[src/common/hw_standby_pkg.sv]
// Purpose: shared constants and carriers for the hardware standby control
// Assumes: one system clock; slow crystal clock arrives as a plain input
// Notes:   sizes, lanes and three output reset values used by the design live here
package hw_standby_pkg;

   // ************************************************************
   // clocks
   // ************************************************************
   localparam int unsigned SYS_CLK_HZ        = 40000000;
   localparam int unsigned SLOW_CLK_HZ       = 32768;

   // ************************************************************
   // request qualifier
   // ************************************************************
   localparam int unsigned SYNC_STAGES       = 2;
   localparam int unsigned QUAL_LOW_SAMPLES  = 2;
   localparam int unsigned QUAL_CNT_W        = 2;
   localparam logic [1:0]  QUAL_CNT_RESET    = 2'h0;

   // synchroniser lanes
   localparam int unsigned LANE_REQ          = 0;
   localparam int unsigned LANE_SLOW         = 1;
   localparam int unsigned LANE_POR          = 2;
   localparam int unsigned LANES             = 3;
   localparam logic [2:0]  LANE_RESET        = 3'h5;

   // ************************************************************
   // reset values of outputs
   // ************************************************************
   localparam logic        HW_STANDBY_RESET  = 1'b0;
   localparam logic        OSC_ENABLE_RESET  = 1'b1;
   localparam logic        TIMER_CLK_RESET   = 1'b0;

   // ************************************************************
   // carriers
   // ************************************************************
   typedef struct packed {
      logic sw_standby;     // clocks stopped by software standby
      logic wdt_settling;   // settling watchdog counting after a wake
      logic sleep;          // processor in sleep mode
      logic cpu_running;    // processor executing instructions
   } clock_pulse_generator_state_s;

   typedef struct packed {
      logic irq;            // interrupt request
      logic manual_reset;   // manual reset request
      logic timer_run;      // interval timer unit start request
      logic timer_clock;    // timer clock from the interval timer unit
   } module_request_s;

   typedef enum logic [2:0] {
      ST_NORMAL,
      ST_WAIT_WAKE,
      ST_CANCEL_SLEEP,
      ST_HW_STANDBY,
      ST_OSC_START
   } standby_state_e;

endpackage : hw_standby_pkg

[src/verilog/standby_request_qualifier.sv]
// Purpose: synchronise request, slow clock and reset pins; qualify request
// Assumes: slow clock is far slower than the system clock
// Notes:   recognition is a level that holds while the pin stays low
`timescale 1ns/100ps

module standby_request_qualifier (
   input  wire logic clk,
   input  wire logic rst,
   input  wire logic req_n_pin,
   input  wire logic slow_clk_pin,
   input  wire logic por_n_pin,
   output logic      req_recognized,
   output logic      req_high,
   output logic      por_n
);

   // ************************************************************
   // two-flop synchronisers, one per lane
   // ************************************************************
   logic [hw_standby_pkg::LANES-1:0] pins;
   logic [hw_standby_pkg::LANES-1:0] meta_q;
   logic [hw_standby_pkg::LANES-1:0] sync_q;

   assign pins = {por_n_pin, slow_clk_pin, req_n_pin};

   genvar g;
   generate
      for (g = 0; g < hw_standby_pkg::LANES; g++) begin : g_sync
         always_ff @(posedge clk or posedge rst) begin
            if (rst) begin
               meta_q[g] <= hw_standby_pkg::LANE_RESET[g];
               sync_q[g] <= hw_standby_pkg::LANE_RESET[g];
            end else begin
               meta_q[g] <= pins[g];
               sync_q[g] <= meta_q[g];
            end
         end
      end
   endgenerate

   // ************************************************************
   // slow-clock sampling and low counter
   // ************************************************************
   logic                                   slow_last_q;
   logic                                   slow_last_d;
   logic [hw_standby_pkg::QUAL_CNT_W-1:0]  low_cnt_q;
   logic [hw_standby_pkg::QUAL_CNT_W-1:0]  low_cnt_d;
   logic                                   slow_rise;

   always_comb begin
      slow_last_d = sync_q[hw_standby_pkg::LANE_SLOW];
      slow_rise   = sync_q[hw_standby_pkg::LANE_SLOW] & ~slow_last_q;
      low_cnt_d   = low_cnt_q;
      if (slow_rise) begin
         if (sync_q[hw_standby_pkg::LANE_REQ]) begin
            low_cnt_d = hw_standby_pkg::QUAL_CNT_RESET;
         end else if (low_cnt_q !=
                      hw_standby_pkg::QUAL_CNT_W'(
                         hw_standby_pkg::QUAL_LOW_SAMPLES)) begin
            low_cnt_d = low_cnt_q + 1'b1;
         end
      end
   end

   always_ff @(posedge clk or posedge rst) begin
      if (rst) begin
         slow_last_q <= 1'b0;
         low_cnt_q   <= hw_standby_pkg::QUAL_CNT_RESET;
      end else begin
         slow_last_q <= slow_last_d;
         low_cnt_q   <= low_cnt_d;
      end
   end

   // two consecutive low samples on slow edges
   assign req_recognized = (low_cnt_q == hw_standby_pkg::QUAL_CNT_W'(
                               hw_standby_pkg::QUAL_LOW_SAMPLES));
   assign req_high       = sync_q[hw_standby_pkg::LANE_REQ];
   assign por_n          = sync_q[hw_standby_pkg::LANE_POR];

endmodule : standby_request_qualifier

[src/verilog/hardware_standby_control.sv]
// Purpose: pin-driven hardware standby entry and exit for the processor
// Assumes: request, slow clock and reset pins synchronous to SYS_CLK after the qualifier stages
// Notes:   exit only through the power-on reset pin sequence
//
// Functional notes
// A recognised low request enters standby and halts non-slow modules.
// In hardware standby interrupts and manual resets are not passed on.
// In hardware standby the interval timer unit is held stopped.
// From software standby the clock stays stopped and timer clock is low.
// During wake settling the wake finishes and the processor resumes first.
// In sleep, sleep is cancelled and the processor resumes first.
// The power controller holds the request pin low for the whole standby.
// Only a power-on reset sequence leaves hardware standby.
// Request high while reset pin low restarts clock oscillation.
// The power controller holds reset low until oscillation is stable.
// Reset pin going high afterwards starts power-on reset processing.
// The power controller sends no interrupts or manual resets meanwhile.
// The request pin is sampled on the slow clock and needs two low reads.
// Clocks return after a wake only when the settling time has elapsed.
// A high sample restarts the qualifier; pins pass two sync flip-flops.
`timescale 1ns/100ps

module hardware_standby_control (
   input  wire logic                                         SYS_CLK,
   input  wire logic                                         RST,
   input  wire logic                                         HW_STANDBY_REQUEST_N,
   input  wire logic                                         SLOW_CRYSTAL_CLOCK,
   input  wire logic                                         POWER_ON_RESET_N,
   input  wire hw_standby_pkg::clock_pulse_generator_state_s CPG_STATE_IN,
   input  wire hw_standby_pkg::module_request_s              MODULE_REQ,
   output logic                                              HW_STANDBY,
   output logic                                              MODULE_HALT,
   output logic                                              CLOCK_STOP,
   output logic                                              OSC_ENABLE,
   output logic                                              SLEEP_CANCEL,
   output logic                                              IRQ_OUT,
   output logic                                              MANUAL_RESET_OUT,
   output logic                                              INTERVAL_TIMER_UNIT_EN,
   output logic                                              TIMER_CLOCK_OUTPUT,
   output logic                                              CPU_RESET_HOLD,
   output logic                                              POR_START
);

   // ************************************************************
   // pin qualification
   // ************************************************************
   logic req_recognized;
   logic req_high;
   logic por_n;

   standby_request_qualifier u_qual (
      .clk            (SYS_CLK),
      .rst            (RST),
      .req_n_pin      (HW_STANDBY_REQUEST_N),
      .slow_clk_pin   (SLOW_CRYSTAL_CLOCK),
      .por_n_pin      (POWER_ON_RESET_N),
      .req_recognized (req_recognized),
      .req_high       (req_high),
      .por_n          (por_n)
   );

   // ************************************************************
   // registered view of the clock generator state
   // ************************************************************
   // one register stage keeps the state decode off raw input timing
   hw_standby_pkg::clock_pulse_generator_state_s cpg_q;
   hw_standby_pkg::clock_pulse_generator_state_s cpg_d;

   always_comb begin
      cpg_d = CPG_STATE_IN;
   end

   always_ff @(posedge SYS_CLK or posedge RST) begin
      if (RST) begin
         cpg_q <= '0;
      end else begin
         cpg_q <= cpg_d;
      end
   end

   // ************************************************************
   // standby state machine
   // ************************************************************
   hw_standby_pkg::standby_state_e state_q;
   hw_standby_pkg::standby_state_e state_d;
   logic                           wake_done;
   logic                           sleep_done;

   // the processor must be seen running before standby is taken after a wake or a sleep cancel
   always_comb begin
      wake_done  = ~cpg_q.wdt_settling & ~cpg_q.sw_standby &
                   cpg_q.cpu_running;
      sleep_done = ~cpg_q.sleep & cpg_q.cpu_running;
   end

   always_comb begin
      state_d = state_q;
      case (state_q)
         hw_standby_pkg::ST_NORMAL: begin
            if (req_recognized) begin
               if (cpg_q.wdt_settling) begin
                  state_d = hw_standby_pkg::ST_WAIT_WAKE;
               end else if (cpg_q.sleep) begin
                  state_d = hw_standby_pkg::ST_CANCEL_SLEEP;
               end else begin
                  // running or software standby: straight in
                  state_d = hw_standby_pkg::ST_HW_STANDBY;
               end
            end
         end
         hw_standby_pkg::ST_WAIT_WAKE: begin
            // committed once taken, a late high request does not abort
            if (wake_done) begin
               state_d = hw_standby_pkg::ST_HW_STANDBY;
            end
         end
         hw_standby_pkg::ST_CANCEL_SLEEP: begin
            if (sleep_done) begin
               state_d = hw_standby_pkg::ST_HW_STANDBY;
            end
         end
         hw_standby_pkg::ST_HW_STANDBY: begin
            // request high with reset high is not a power-on reset
            if (req_high && !por_n) begin
               state_d = hw_standby_pkg::ST_OSC_START;
            end
         end
         hw_standby_pkg::ST_OSC_START: begin
            // oscillation runs, processor held until reset pin releases
            if (por_n) begin
               state_d = hw_standby_pkg::ST_NORMAL;
            end
         end
         default: begin
            state_d = hw_standby_pkg::ST_NORMAL;
         end
      endcase
   end

   always_ff @(posedge SYS_CLK or posedge RST) begin
      if (RST) begin
         state_q <= hw_standby_pkg::ST_NORMAL;
      end else begin
         state_q <= state_d;
      end
   end

   // ************************************************************
   // output decode
   // ************************************************************
   // decoded from the next state so the flops track the state exactly
   logic hw_standby_d;
   logic module_halt_d;
   logic clock_stop_d;
   logic osc_enable_d;
   logic sleep_cancel_d;
   logic irq_out_d;
   logic manual_reset_out_d;
   logic timer_unit_en_d;
   logic timer_clock_d;
   logic cpu_reset_hold_d;
   logic por_start_d;
   logic in_standby_d;

   always_comb begin
      in_standby_d = (state_d == hw_standby_pkg::ST_HW_STANDBY) ||
                     (state_d == hw_standby_pkg::ST_OSC_START);
      hw_standby_d = in_standby_d;
      // every module except the slow-clock ones stops
      module_halt_d = in_standby_d;
      // clock stays stopped until the request is released with the reset pin low
      clock_stop_d = (state_d == hw_standby_pkg::ST_HW_STANDBY);
      osc_enable_d = ~clock_stop_d;
      sleep_cancel_d = (state_d == hw_standby_pkg::ST_CANCEL_SLEEP);
      // requests are dropped, not deferred, while in standby
      irq_out_d = MODULE_REQ.irq & ~in_standby_d;
      manual_reset_out_d = MODULE_REQ.manual_reset &
                           ~in_standby_d;
      timer_unit_en_d = MODULE_REQ.timer_run & ~in_standby_d;
      timer_clock_d = in_standby_d ? 1'b0 :
                      MODULE_REQ.timer_clock;
      cpu_reset_hold_d = (state_d == hw_standby_pkg::ST_OSC_START);
      por_start_d = (state_q == hw_standby_pkg::ST_OSC_START) &&
                    (state_d == hw_standby_pkg::ST_NORMAL);
   end

   always_ff @(posedge SYS_CLK or posedge RST) begin
      if (RST) begin
         HW_STANDBY             <= hw_standby_pkg::HW_STANDBY_RESET;
         MODULE_HALT            <= 1'b0;
         CLOCK_STOP             <= 1'b0;
         OSC_ENABLE             <= hw_standby_pkg::OSC_ENABLE_RESET;
         SLEEP_CANCEL           <= 1'b0;
         IRQ_OUT                <= 1'b0;
         MANUAL_RESET_OUT       <= 1'b0;
         INTERVAL_TIMER_UNIT_EN <= 1'b0;
         TIMER_CLOCK_OUTPUT     <= hw_standby_pkg::TIMER_CLK_RESET;
         CPU_RESET_HOLD         <= 1'b0;
         POR_START              <= 1'b0;
      end else begin
         HW_STANDBY             <= hw_standby_d;
         MODULE_HALT            <= module_halt_d;
         CLOCK_STOP             <= clock_stop_d;
         OSC_ENABLE             <= osc_enable_d;
         SLEEP_CANCEL           <= sleep_cancel_d;
         IRQ_OUT                <= irq_out_d;
         MANUAL_RESET_OUT       <= manual_reset_out_d;
         INTERVAL_TIMER_UNIT_EN <= timer_unit_en_d;
         TIMER_CLOCK_OUTPUT     <= timer_clock_d;
         CPU_RESET_HOLD         <= cpu_reset_hold_d;
         POR_START              <= por_start_d;
      end
   end

endmodule : hardware_standby_control

[config.mk]
export PLATFORM = sky130hd
export DESIGN_NAME = hardware_standby_control
export DESIGN_NICKNAME = d
export VERILOG_FILES = /design/src/common/hw_standby_pkg.sv /design/src/verilog/standby_request_qualifier.sv /design/src/verilog/hardware_standby_control.sv
export SDC_FILE = /design/constraint.sdc
export NUM_CORES = 1
export LEC_CHECK = 0
export BUFFER_PORTS_ARGS = -buffer_cell sky130_fd_sc_hd__buf_2
export CORE_MARGIN = 3
export CORE_UTILIZATION = 44
export DETAILED_ROUTE_END_ITERATION = 6
export HOLD_SLACK_MARGIN = 0.08
export PLACE_DENSITY = 0.71
export SYNTH_ARGS = -nofsm -noshare
export SYNTH_HDL_FRONTEND = slang
export SYNTH_SLANG_ARGS = --single-unit
[constraint.sdc]
create_clock -name SYS_CLK -period 1.8 [get_ports SYS_CLK]
set_input_delay 0.27 -clock SYS_CLK [delete_from_list [all_inputs] [get_ports SYS_CLK]]
set_output_delay 0.27 -clock SYS_CLK [all_outputs]
set_load 0.005 [all_outputs]
==> results of run 1 <==
[cells in the mapped netlist]
library cell	n	area, µm²
a221o_1	1	10.0
buf_4	1	7.51
dfrtp_1	21	526
nor2_1	9	33.8
a211o_1	1	8.76
a31oi_1	1	6.26
or4b_1	1	10.0
o21ai_0	6	30.0
a21oi_1	2	10.0
and3_1	1	6.26
and3b_1	1	8.76
nor3_1	1	5.00
inv_1	5	18.8
o21a_1	1	7.51
dfstp_2	5	131
ha_1	1	12.5
o21ba_4	1	16.3
nand3b_1	1	7.51
nand2b_1	2	12.5
or4_1	1	7.51
nand2_1	7	26.3
a22oi_1	1	7.51
[sequential cells by signal, indices dropped and copies added (netlist names), 2 cells and up]
signal,cells
u_qual.meta_q,3
state_q,3
cpg_q,4
u_qual.low_cnt_q,2
[cells by family (layout without fill, tap and decap cells)]
logic type / count (synthesis) / in the layout / synth area share (%)
compound gates: 14 / 14 / 10.6
fa+ha+maj: 1 / 1 / 1.38
buf+inv: 6 / 42 / 2.89
flops: 26 / 26 / 72.2
simple gates: 24 / 24 / 12.9
[worst paths after layout]
path / depth (start not counted) / start / end / slack [ps]
worst max-delay path: 4 / state_q[1] / INTERVAL_TIMER_UNIT_EN / 50
worst min-delay path: 3 / MODULE_REQ[3] / IRQ_OUT / 150
worst max register to register: 4 / state_q[1] / INTERVAL_TIMER_UNIT_EN / 50
worst min register to register: 0 / u_qual.meta_q[2] / u_qual.por_n / 360
max in group asynchronous: 4 / RST / OSC_ENABLE / 970
min in group asynchronous: 4 / RST / u_qual.slow_last_d / 540
[layout by cell type (no fill, tap or decap), types with 2 or more instances in the layout]
cell type / netlist / layout
buf_4: 1 / 2
a21oi_1: 2 / 2
nand2_1: 7 / 7
inv_1: 5 / 5
clkbuf_4: 0 / 3
dlygate4sd3_1: 0 / 8
nand2b_1: 2 / 2
dfstp_2: 5 / 5
dfrtp_1: 21 / 21
buf_2: 0 / 23
o21ai_0: 6 / 6
nor2_1: 9 / 9
[stage by stage]
step           power (mW)  setup WS, ps  utilization, %
6_report             1.52          50.8            64.1
5_1_grt              1.65          20.1            64.1
4_1_cts              1.54          56.0            64.1
3_5_place_dp         1.24          80.0            57.8
3_3_place_gp         1.23           100            57.8
2_1_floorplan        1.08          95.8               -
[final cells by class]
type / count / area [µm²]
fill: 163 / 659
sequential: 26 / 657
multi-input combinational: 39 / 226
timing repair buffer: 33 / 210
clock buffer: 4 / 36.3
tap: 25 / 31.3
inverter: 5 / 18.8
[report_power, final]
group | total, mW | switching [mW] | leakage, nW | internal, mW
Clock | 0.278 | 0.155 | 0.0210 | 0.123
Combinational | 0.468 | 0.244 | 0.261 | 0.224
Sequential | 0.776 | 0.0526 | 0.313 | 0.723
Total | 1.52 | 0.451 | 0.595 | 1.07
[critical path: cells and delay by family (launching register included)]
kind             cells  cell delay (ps)
AO/OA/AOI/OAI        2              700
AND/OR/NAND/NOR      2              570
flip-flops           1              390
[metal layers]
| metal | share of wire, % | vias up | routed length (µm) | track usage (%) |
|---|---|---|---|---|
| met5 | 0 | - | 0 | 0 |
| met4 | 1.0 | 0 | 15 | 6.55 |
| met3 | 4.6 | 2 | 67 | 1.75 |
| met2 | 51 | 13 | 738 | 23.1 |
| met1 | 43 | 283 | 626 | 14.6 |
| li1 | - | 308 | - | - |
==> summary.txt, run 1 <==
Run status
  • Outcome: complete, no violations

Die
  • Die Wd: 51.5 µm
  • Initial Util: 49.5%
  • Row count: 15
  • Core area: 0.00184 mm²
  • DIE HEIGHT: slightly above 50 µm
  • Die area: 0.00265 mm²
  • I/O pins: 24

Timing
  • Fin. max-slew vios: 0
  • Final Hold Viols: 0
  • Slew Limit Headroom: 68.4%
  • Crit path time final: about 1700 ps
  • RSZ-0062 raised after global routing: false
  • Period utilization: 97.2%
  • Post-Route Skew: between 2 and 2.5 ps
  • Worst Tran Pin Value: 471 ps
  • Hold Slack: between 150 and 200 ps
  • Peak Freq: 572 MHz
  • Final setup fails: 0
  • Post-route setup TNS: 0 ps

Layout
  • Share of cells above drive strength 1: 32.7%
  • Final std cells w/o fill: 132
  • Area grow syn2layout: 29.7%
  • Nets@finish: 122
  • Design Area, Final: 0.00118 mm²
  • # diodes: 0

Clock tree
  • CTS HTree Levels: 1
  • Buffers from clock root to sink, at most: 2
  • Clock sinks: 26
  • Clock Root Buffer: clkbuf_4
  • CTS Buf Count: 3
  • Post-cts resize count: 0
  • Post-CTS Hold Buffers: 8
  • Post-CTS Setup Bufs: 0
  • Clock Pin Slew Worst Setup and Hold Paths: 130 ps
  • Clock tree from TritonCTS: built
  • Worst skew pair latency: 300 ps

Synthesis
  • Post-synthesis cell type count: 22
  • Net Count, Synth: 85
  • Synth Area per Inst: 12.8 µm²
  • Yosys warns: 0
  • Yosys reg bits: 26
  • Synth Cell Area: 910 µm²
  • Seq/Total Area, Yosys: between 70% and 80%
  • Post-synthesis cell count: 71

Global routing
  • Largest net degree at the start of global routing: 27
  • GRT overflow: 0
  • Initial antenna violation count: 0
  • First-pass GRT wire length: roughly 2500 µm
  • Total GRT Usage: 12.8%
  • Vias in the first global route: 636

Setup path
  • Max incr delay on CP: 520 ps
  • Crit path DAT: 1960 ps
  • Worst EP required: roughly 2000 ps
  • Crit end category: flip-flop
  • Slowest cell on crit path: or4b_1
  • Critical path fanouts, max: 6
  • CP Cell Sequence: or4b_1, a221o_1, o21ba_4, nor2_1
  • CP Class: reg2reg
  • Worst setup SP type: flip-flop

Pwr
  • PwrDens: about 1300 mW/mm²
  • Worst vdd ir: between 700 and 800 µV
  • Pleak: 0.595 nW

Route
  • Iter 0 DRT Violations: 2
  • Post-route ant nets: 0
  • Via count: slightly above 600
  • First-pass DRT Iterations: 3
  • Average vias per placed instance: roughly 4.6
  • DRC: 0
  • Avg WL per Cell: about 11 µm
  • Routed WL: 1450 µm

Placed design
  • Gp weighted congestion: 0.727
  • DP Cell Count: 120
  • Hpwl dp: 999 µm
  • Placed cell area: 0.00106 mm²
  • I/O Buffers: 23

Hold path
  • HP Class: in2reg

Job
  • MaxCap Viol Count: 0
No activity file was read; power rests on OpenSTA's default activity.
==> inputs of run 2 (changes only) <==
ABC_AREA = 1   (was default)
CORE_UTILIZATION = 45   (was 44)
PLACE_DENSITY = 0.72   (was 0.71)
==> run 2 against run 1 <==
Against the previous run:
- power up 3.7%
- wire length up 16%
- sequential power up 2%
- core utilization down 2.3 points
- worst hold slack worse by 6.4 ps
- via count up 14%
- combinational power up 7.9%
- first-iteration DRC count rose to 4.5 times the previous value
- synthesized cell count up 30%
- sequential cell count unchanged
- worst setup slack better by 340 ps
- largest cell class unchanged
- highest routed layer unchanged
==> summary.txt, run 2 <==
Die
  • Initial Util: about half
  • Core area: 0.00200 mm²
  • Row count: 16
  • I/O pins: 24
  • DIE HEIGHT: 52.5 µm
  • Die Wd: 52.5 µm
  • Die area: 0.00275 mm²

Timing
  • Worst Tran Pin Value: 341 ps
  • Post-route setup TNS: 0 ps
  • Final Hold Viols: 0
  • Fin. max-slew vios: 0
  • Period utilization: 78.4%
  • Final setup fails: 0
  • Crit path time final: 1410 ps
  • Slew Limit Headroom: 77.1%
  • Peak Freq: between 700 and 800 MHz
  • Post-Route Skew: between 6 and 7 ps
  • RSZ-0062 raised after global routing: false

Setup path
  • CP Class: reg2reg
  • Critical path fanouts, max: 5
  • Crit path DAT: between 1500 and 2000 ps
  • Worst setup SP type: flip-flop
  • Worst EP required: ~2000 ps
  • Crit end category: flip-flop

Pwr
  • Pleak: a little under 0.7 nW
  • PwrDens: approximately 1300 mW/mm²
  • Switching Fraction: 33.3%
  • Power Internal: 1.05 mW
  • Logic pwr share: 32.0%
  • Clk network pwr share: roughly 18%
  • Sequential share of power: 50.2%
  • P_sw: 0.526 mW
  • Worst vdd ir: 708 µV

Layout
  • Largest register by flop count: cpg_q
  • Share of cells above drive strength 1: 33.1%
  • Nets@finish: between 100 and 150
  • Final std cells w/o fill: 154
  • Design Area, Final: 0.00124 mm²
  • Commonest cells after routing, fill and taps aside: buf_2 (23), dfrtp_1 (21), inv_1 (19)
  • Biggest regs: cpg_q (4), state_q (3), u_qual.meta_q (3)
  • Fill count: 164
  • Post-layout util: just over 60%
  • Max FFs per register: 4
  • Commonest non-fill, non-tap cell in the layout: buf_2
  • Area grow syn2layout: 27.3%
  • # diodes: 0

Clock tree
  • CTS Buf Count: 3
  • Post-cts resize count: 0
  • Buffers from clock root to sink, at most: 2
  • Clock tree from TritonCTS: built
  • Clock sinks: 26
  • CTS HTree Levels: 1
  • Clock Pin Slew Worst Setup and Hold Paths: 130 ps
  • Post-CTS Hold Buffers: 8
  • Worst skew pair latency: 310 ps
  • Clock Root Buffer: clkbuf_4
  • Post-CTS Setup Bufs: 0

Synthesis
  • EDFF count, synth: 0
  • Yosys warns: 0
  • Post-synthesis cell count: around 90
  • Post-Synth XOR/XNOR Area: 0%
  • Main combinational cell family by area after synthesis: simple AND/OR/NAND/NOR gates
  • Synth Area in Simple Gates: 18.5%
  • Ys async rst share: 100%
  • Seq/Total Area, Yosys: 67.6%
  • Area share of the largest cell type after synthesis: 54.1%
  • Synth cell count leaders: dfrtp_1 (21), inv_1 (19), nor2_1 (14)
  • Synth top area cells: dfrtp_1 (54%), dfstp_2 (14%), inv_1 (7.3%)
  • Net Count, Synth: between 100 and 150
  • Yosys top cell by area: dfrtp_1
  • Mux cell area share after synthesis: 0%
  • Post-synthesis cell type count: 19
  • Yosys reg bits: 26
  • Post-Synth Adder-Cell Area: 1.29%
  • Count leader, synth: dfrtp_1
  • Synth Area per Inst: 10.6 µm²
  • Post-synthesis compound-gate area fraction: a little over 4%
  • Synth Cell Area: about 1000 µm²
  • Primary FF master, synth: dfrtp_1

Route
  • DRC: 0
  • Iter 0 DRT Violations: 9
  • Avg WL per Cell: 10.9 µm
  • Average vias per placed instance: 4.47
  • Post-route ant nets: 0
  • Routed WL: around 1700 µm
  • Via count: 688
  • First-pass DRT Iterations: 4

Placed design
  • I/O Buffers: 23
  • Gp weighted congestion: 0.770
  • DP Cell Count: around 140
  • Placed cell area: 0.00112 mm²
  • Hpwl dp: approximately 1200 µm

Global routing
  • Initial antenna violation count: 0
  • Total GRT Usage: 14.7%
  • First-pass GRT wire length: 2860 µm
  • Vias in the first global route: 677
  • GRT overflow: 0
  • Largest net degree at the start of global routing: 27

Hold path
  • HP Class: in2reg

Job
  • MaxCap Viol Count: 0

Run status
  • Outcome: complete, no violations
[run 2: changes by cell type after synthesis, moves of 2 or more]
cell / change
inv_1: +14
nand3_2: +2
nand2_2: +2
nor2_1: +5
nand2_4: +2
nand2_1: +4
nand2b_1: -2
nand3_1: +2
o21ai_0: -3
nor3_1: +2
[run 2: power by group through the flow]
stage	registers, mW	logic (mW)	clock network [mW]
after floorplan	0.803	0.330	0
after CTS	0.791	0.509	0.293
after global placement	0.797	0.469	0
after global routing	0.811	0.578	0.322
final	0.792	0.505	0.281
after detailed placement	0.802	0.494	0
[run 2: worst max-delay path: stages, from the launching register on]
cell and delay [ps]:
dfrtp_1 390, inv_1 80, ha_1 210, nand2_1 80, inv_1 60, nor2_1 50
nand2_2 80, nand3_2 110, nand2_4 110, nand2_4 60, nor2_1 110
[run 2: metal layers]
metal	track usage, %	wire length [µm]
met1	17.2	707
met2	25.6	875
met3	2.56	73
met4	7.23	17
met5	0	0
[run 2: final timing paths]
| kind | from | end | slack, ps | cells past startpoint |
|---|---|---|---|---|
| worst max-delay path | u_qual.low_cnt_q[0] | MANUAL_RESET_OUT | 390 | 10 |
| worst min-delay path | MODULE_REQ[1] | INTERVAL_TIMER_UNIT_EN | 150 | 3 |
| worst max register to register | u_qual.low_cnt_q[0] | MANUAL_RESET_OUT | 390 | 10 |
| worst min register to register | u_qual.meta_q[1] | u_qual.slow_last_d | 360 | 0 |
| max in group asynchronous | RST | OSC_ENABLE | 970 | 4 |
| min in group asynchronous | RST | TIMER_CLOCK_OUTPUT | 540 | 4 |
[run 2: final cells by class]
type	instances	area [µm²]	share of cell area, %
clock buffer	4	36.3	2.93
inverter	20	75.1	6.07
multi-input combinational	45	233	18.8
tap	27	33.8	2.73
timing repair buffer	32	203	16.4
sequential	26	657	53.1
[run 2: cell families after synthesis]
kind of cell    count (synthesis)
compound gates                  7
simple gates                   37
fa+ha+maj                       1
buf+inv                        21
flops                          26
[run 2: per-stage QoR]
stage	setup WS, ps	hold WS [ps]	total power, mW
2_1_floorplan	597	274	1.13
3_3_place_gp	522	329	1.27
3_5_place_dp	429	334	1.30
4_1_cts	398	133	1.59
5_1_grt	283	116	1.71
6_report	388	148	1.58
==> inputs of run 3 (changes only) <==
CORE_UTILIZATION = 50   (was 45)
PLACE_DENSITY = 0.76   (was 0.72)
clock period = 1.3 ns   (was 1.8 ns; I/O delays follow)
==> run 3 against run 2 <==
Against the previous run:
- the flow now finishes with violations (setup timing)
- critical path depth is 1 lower
- sequential share of layout area is 3.8 points lower
- die area is 8.9% lower
- non-clock buffer count is 7 higher
- sequential cell count stayed put
==> summary.txt, run 3 (synthesized netlist as in run 2, its figures left out) <==
Pwr
  • P_sw: slightly above 0.8 mW
  • Sequential share of power: 46.5%
  • Total power: 2.42 mW
  • Clk network pwr share: 16.0%
  • Logic pwr share: a little under two fifths
  • Switching Fraction: approximately a third
  • Pleak: 0.718 nW
  • Power Internal: approximately 1.6 mW
  • PwrDens: 1810 mW/mm²
  • Worst vdd ir: 1200 µV

Route
  • DRC: 0
  • Iter 0 DRT Violations: 18
  • Avg WL per Cell: 12.1 µm
  • First-pass DRT Iterations: 4
  • Routed WL: slightly below 2000 µm
  • Post-route ant nets: 0
  • Via count: 762
  • Average vias per placed instance: 4.79

Timing
  • Final setup fails: 4
  • Crit path time final: 1310 ps
  • Fin. max-slew vios: 0
  • Post-route setup TNS: -38.0 ps
  • Final Hold Viols: 0
  • Period utilization: 101%
  • Slew Limit Headroom: 76.9%
  • RSZ-0062 raised after global routing: true
  • Final setup margin: -14.2 ps
  • Hold Slack: 95.0 ps
  • Post-Route Skew: a little over 2 ps
  • Worst Tran Pin Value: 344 ps
  • Peak Freq: 761 MHz

Layout
  • # diodes: 0
  • Max FFs per register: 4
  • Fill count: between 100 and 150
  • Post-layout util: 75.1%
  • Area grow syn2layout: 37.7%
  • Nets@finish: 149
  • Largest register by flop count: cpg_q
  • Commonest cells after routing, fill and taps aside: buf_2 (23), dfrtp_1 (19), inv_1 (17)
  • Commonest non-fill, non-tap cell in the layout: buf_2
  • Share of cells above drive strength 1: 41.8%
  • Biggest regs: cpg_q (4), state_q (3), u_qual.meta_q (3)

Run status
  • Outcome: finished with violations
  • Violated checks: setup timing

Clock tree
  • Clock sinks: 26
  • CTS Buf Count: 3
  • Clock Pin Slew Worst Setup and Hold Paths: about 130 ps
  • Worst skew pair latency: about 300 ps
  • Buffers from clock root to sink, at most: 2
  • CTS HTree Levels: 1
  • Clock Root Buffer: clkbuf_4
  • Clock tree from TritonCTS: built

Placed design
  • I/O Buffers: 23
  • Gp weighted congestion: 0.800
  • Dpl ws: -48.2 ps
  • Hpwl dp: approximately 1200 µm

Setup path
  • Worst setup SP type: flip-flop
  • Flop-to-flop setup slack: -10 ps
  • CP Class: reg2reg
  • Crit end category: flip-flop
  • Worst EP required: 1520 ps
  • Critical path fanouts, max: 5
  • Crit path DAT: ~1500 ps

Job
  • MaxCap Viol Count: 0

Global routing
  • Initial antenna violation count: 0
  • Largest net degree at the start of global routing: 27
  • GRT overflow: 0
  • Total GRT Usage: 16.8%
  • First-pass GRT wire length: 3190 µm
  • Vias in the first global route: roughly 760

Die
  • Initial Util: 54.5%
  • Row count: 15
  • Die area: 0.00251 mm²
  • Die Wd: 50.1 µm
  • DIE HEIGHT: 50.1 µm
  • I/O pins: 24
  • Core area: 0.00178 mm²

Hold path
  • HP Class: in2reg
## run 3: cell count changes in the layout (fill, tap and decap cells not counted), sizes merged
cell / previous run / this run
buf: 24 / 28
dlygate4sd3: 8 / 11
## run 3: area by class of cell
cell class | instances | area, µm² | share of cell area, %
flip-flops and latches | 26 | 659 | 49.3
clock buffers | 4 | 36.3 | 2.71
inverters | 20 | 75.1 | 5.61
repair buffers | 39 | 263 | 19.6
multi-input cells | 45 | 274 | 20.5
well taps | 25 | 31.3 | 2.34
## run 3: power by group through the flow
stage | sequential (mW) | clock, mW | combinational (mW)
floorplan | 1.11 | 0 | 0.456
global placement | 1.10 | 0 | 0.644
detailed placement | 1.11 | 0 | 0.680
CTS | 1.10 | 0.396 | 0.733
global route | 1.14 | 0.446 | 0.999
finish | 1.12 | 0.386 | 0.906
## run 3: worst max-delay path: stages, from the launching register on
cell and delay [ps]:
dfrtp_1 430, ha_4 190, nand2_1 70, inv_1 40, nor2_1 110, nand2_2 90, nand3_4 90, nand2_4 70
nand2_4 90, nor2_1 50
## run 3: routing by layer
metal	part of all wire, %	GRT usage (%)	wire length, µm
met5	0	0	0
met3	5.8	3.32	111
met2	55	31.3	1060
met1	38	18.7	735
met4	0.93	5.53	18
## run 3: through the flow
stage               std cells  cell area, µm²
floorplan                  92             972
global placement          140            1120
detailed placement        140            1120
CTS                       154            1270
global route              159            1340
finish                    159            1340
## run 3: path summary, 6_finish.rpt
kind / startpoint / endpoint / cells after the start
worst min-delay path: MODULE_REQ[2] / MANUAL_RESET_OUT / 3
min in group asynchronous: RST / INTERVAL_TIMER_UNIT_EN / 4
max in group asynchronous: RST / OSC_ENABLE / 4
worst min register to register: u_qual.meta_q[2] / u_qual.por_n / 0
worst max-delay path: u_qual.low_cnt_q[1] / TIMER_CLOCK_OUTPUT / 9
worst max register to register: u_qual.low_cnt_q[1] / TIMER_CLOCK_OUTPUT / 9
## run 3: timing repair
item	in CTS	in global routing
hold buffers	10	1
setup endpoints to repair	5	5
pin swaps	1	2
resized for setup	5	8
hold endpoints to repair	30	1
setup buffers	0	4
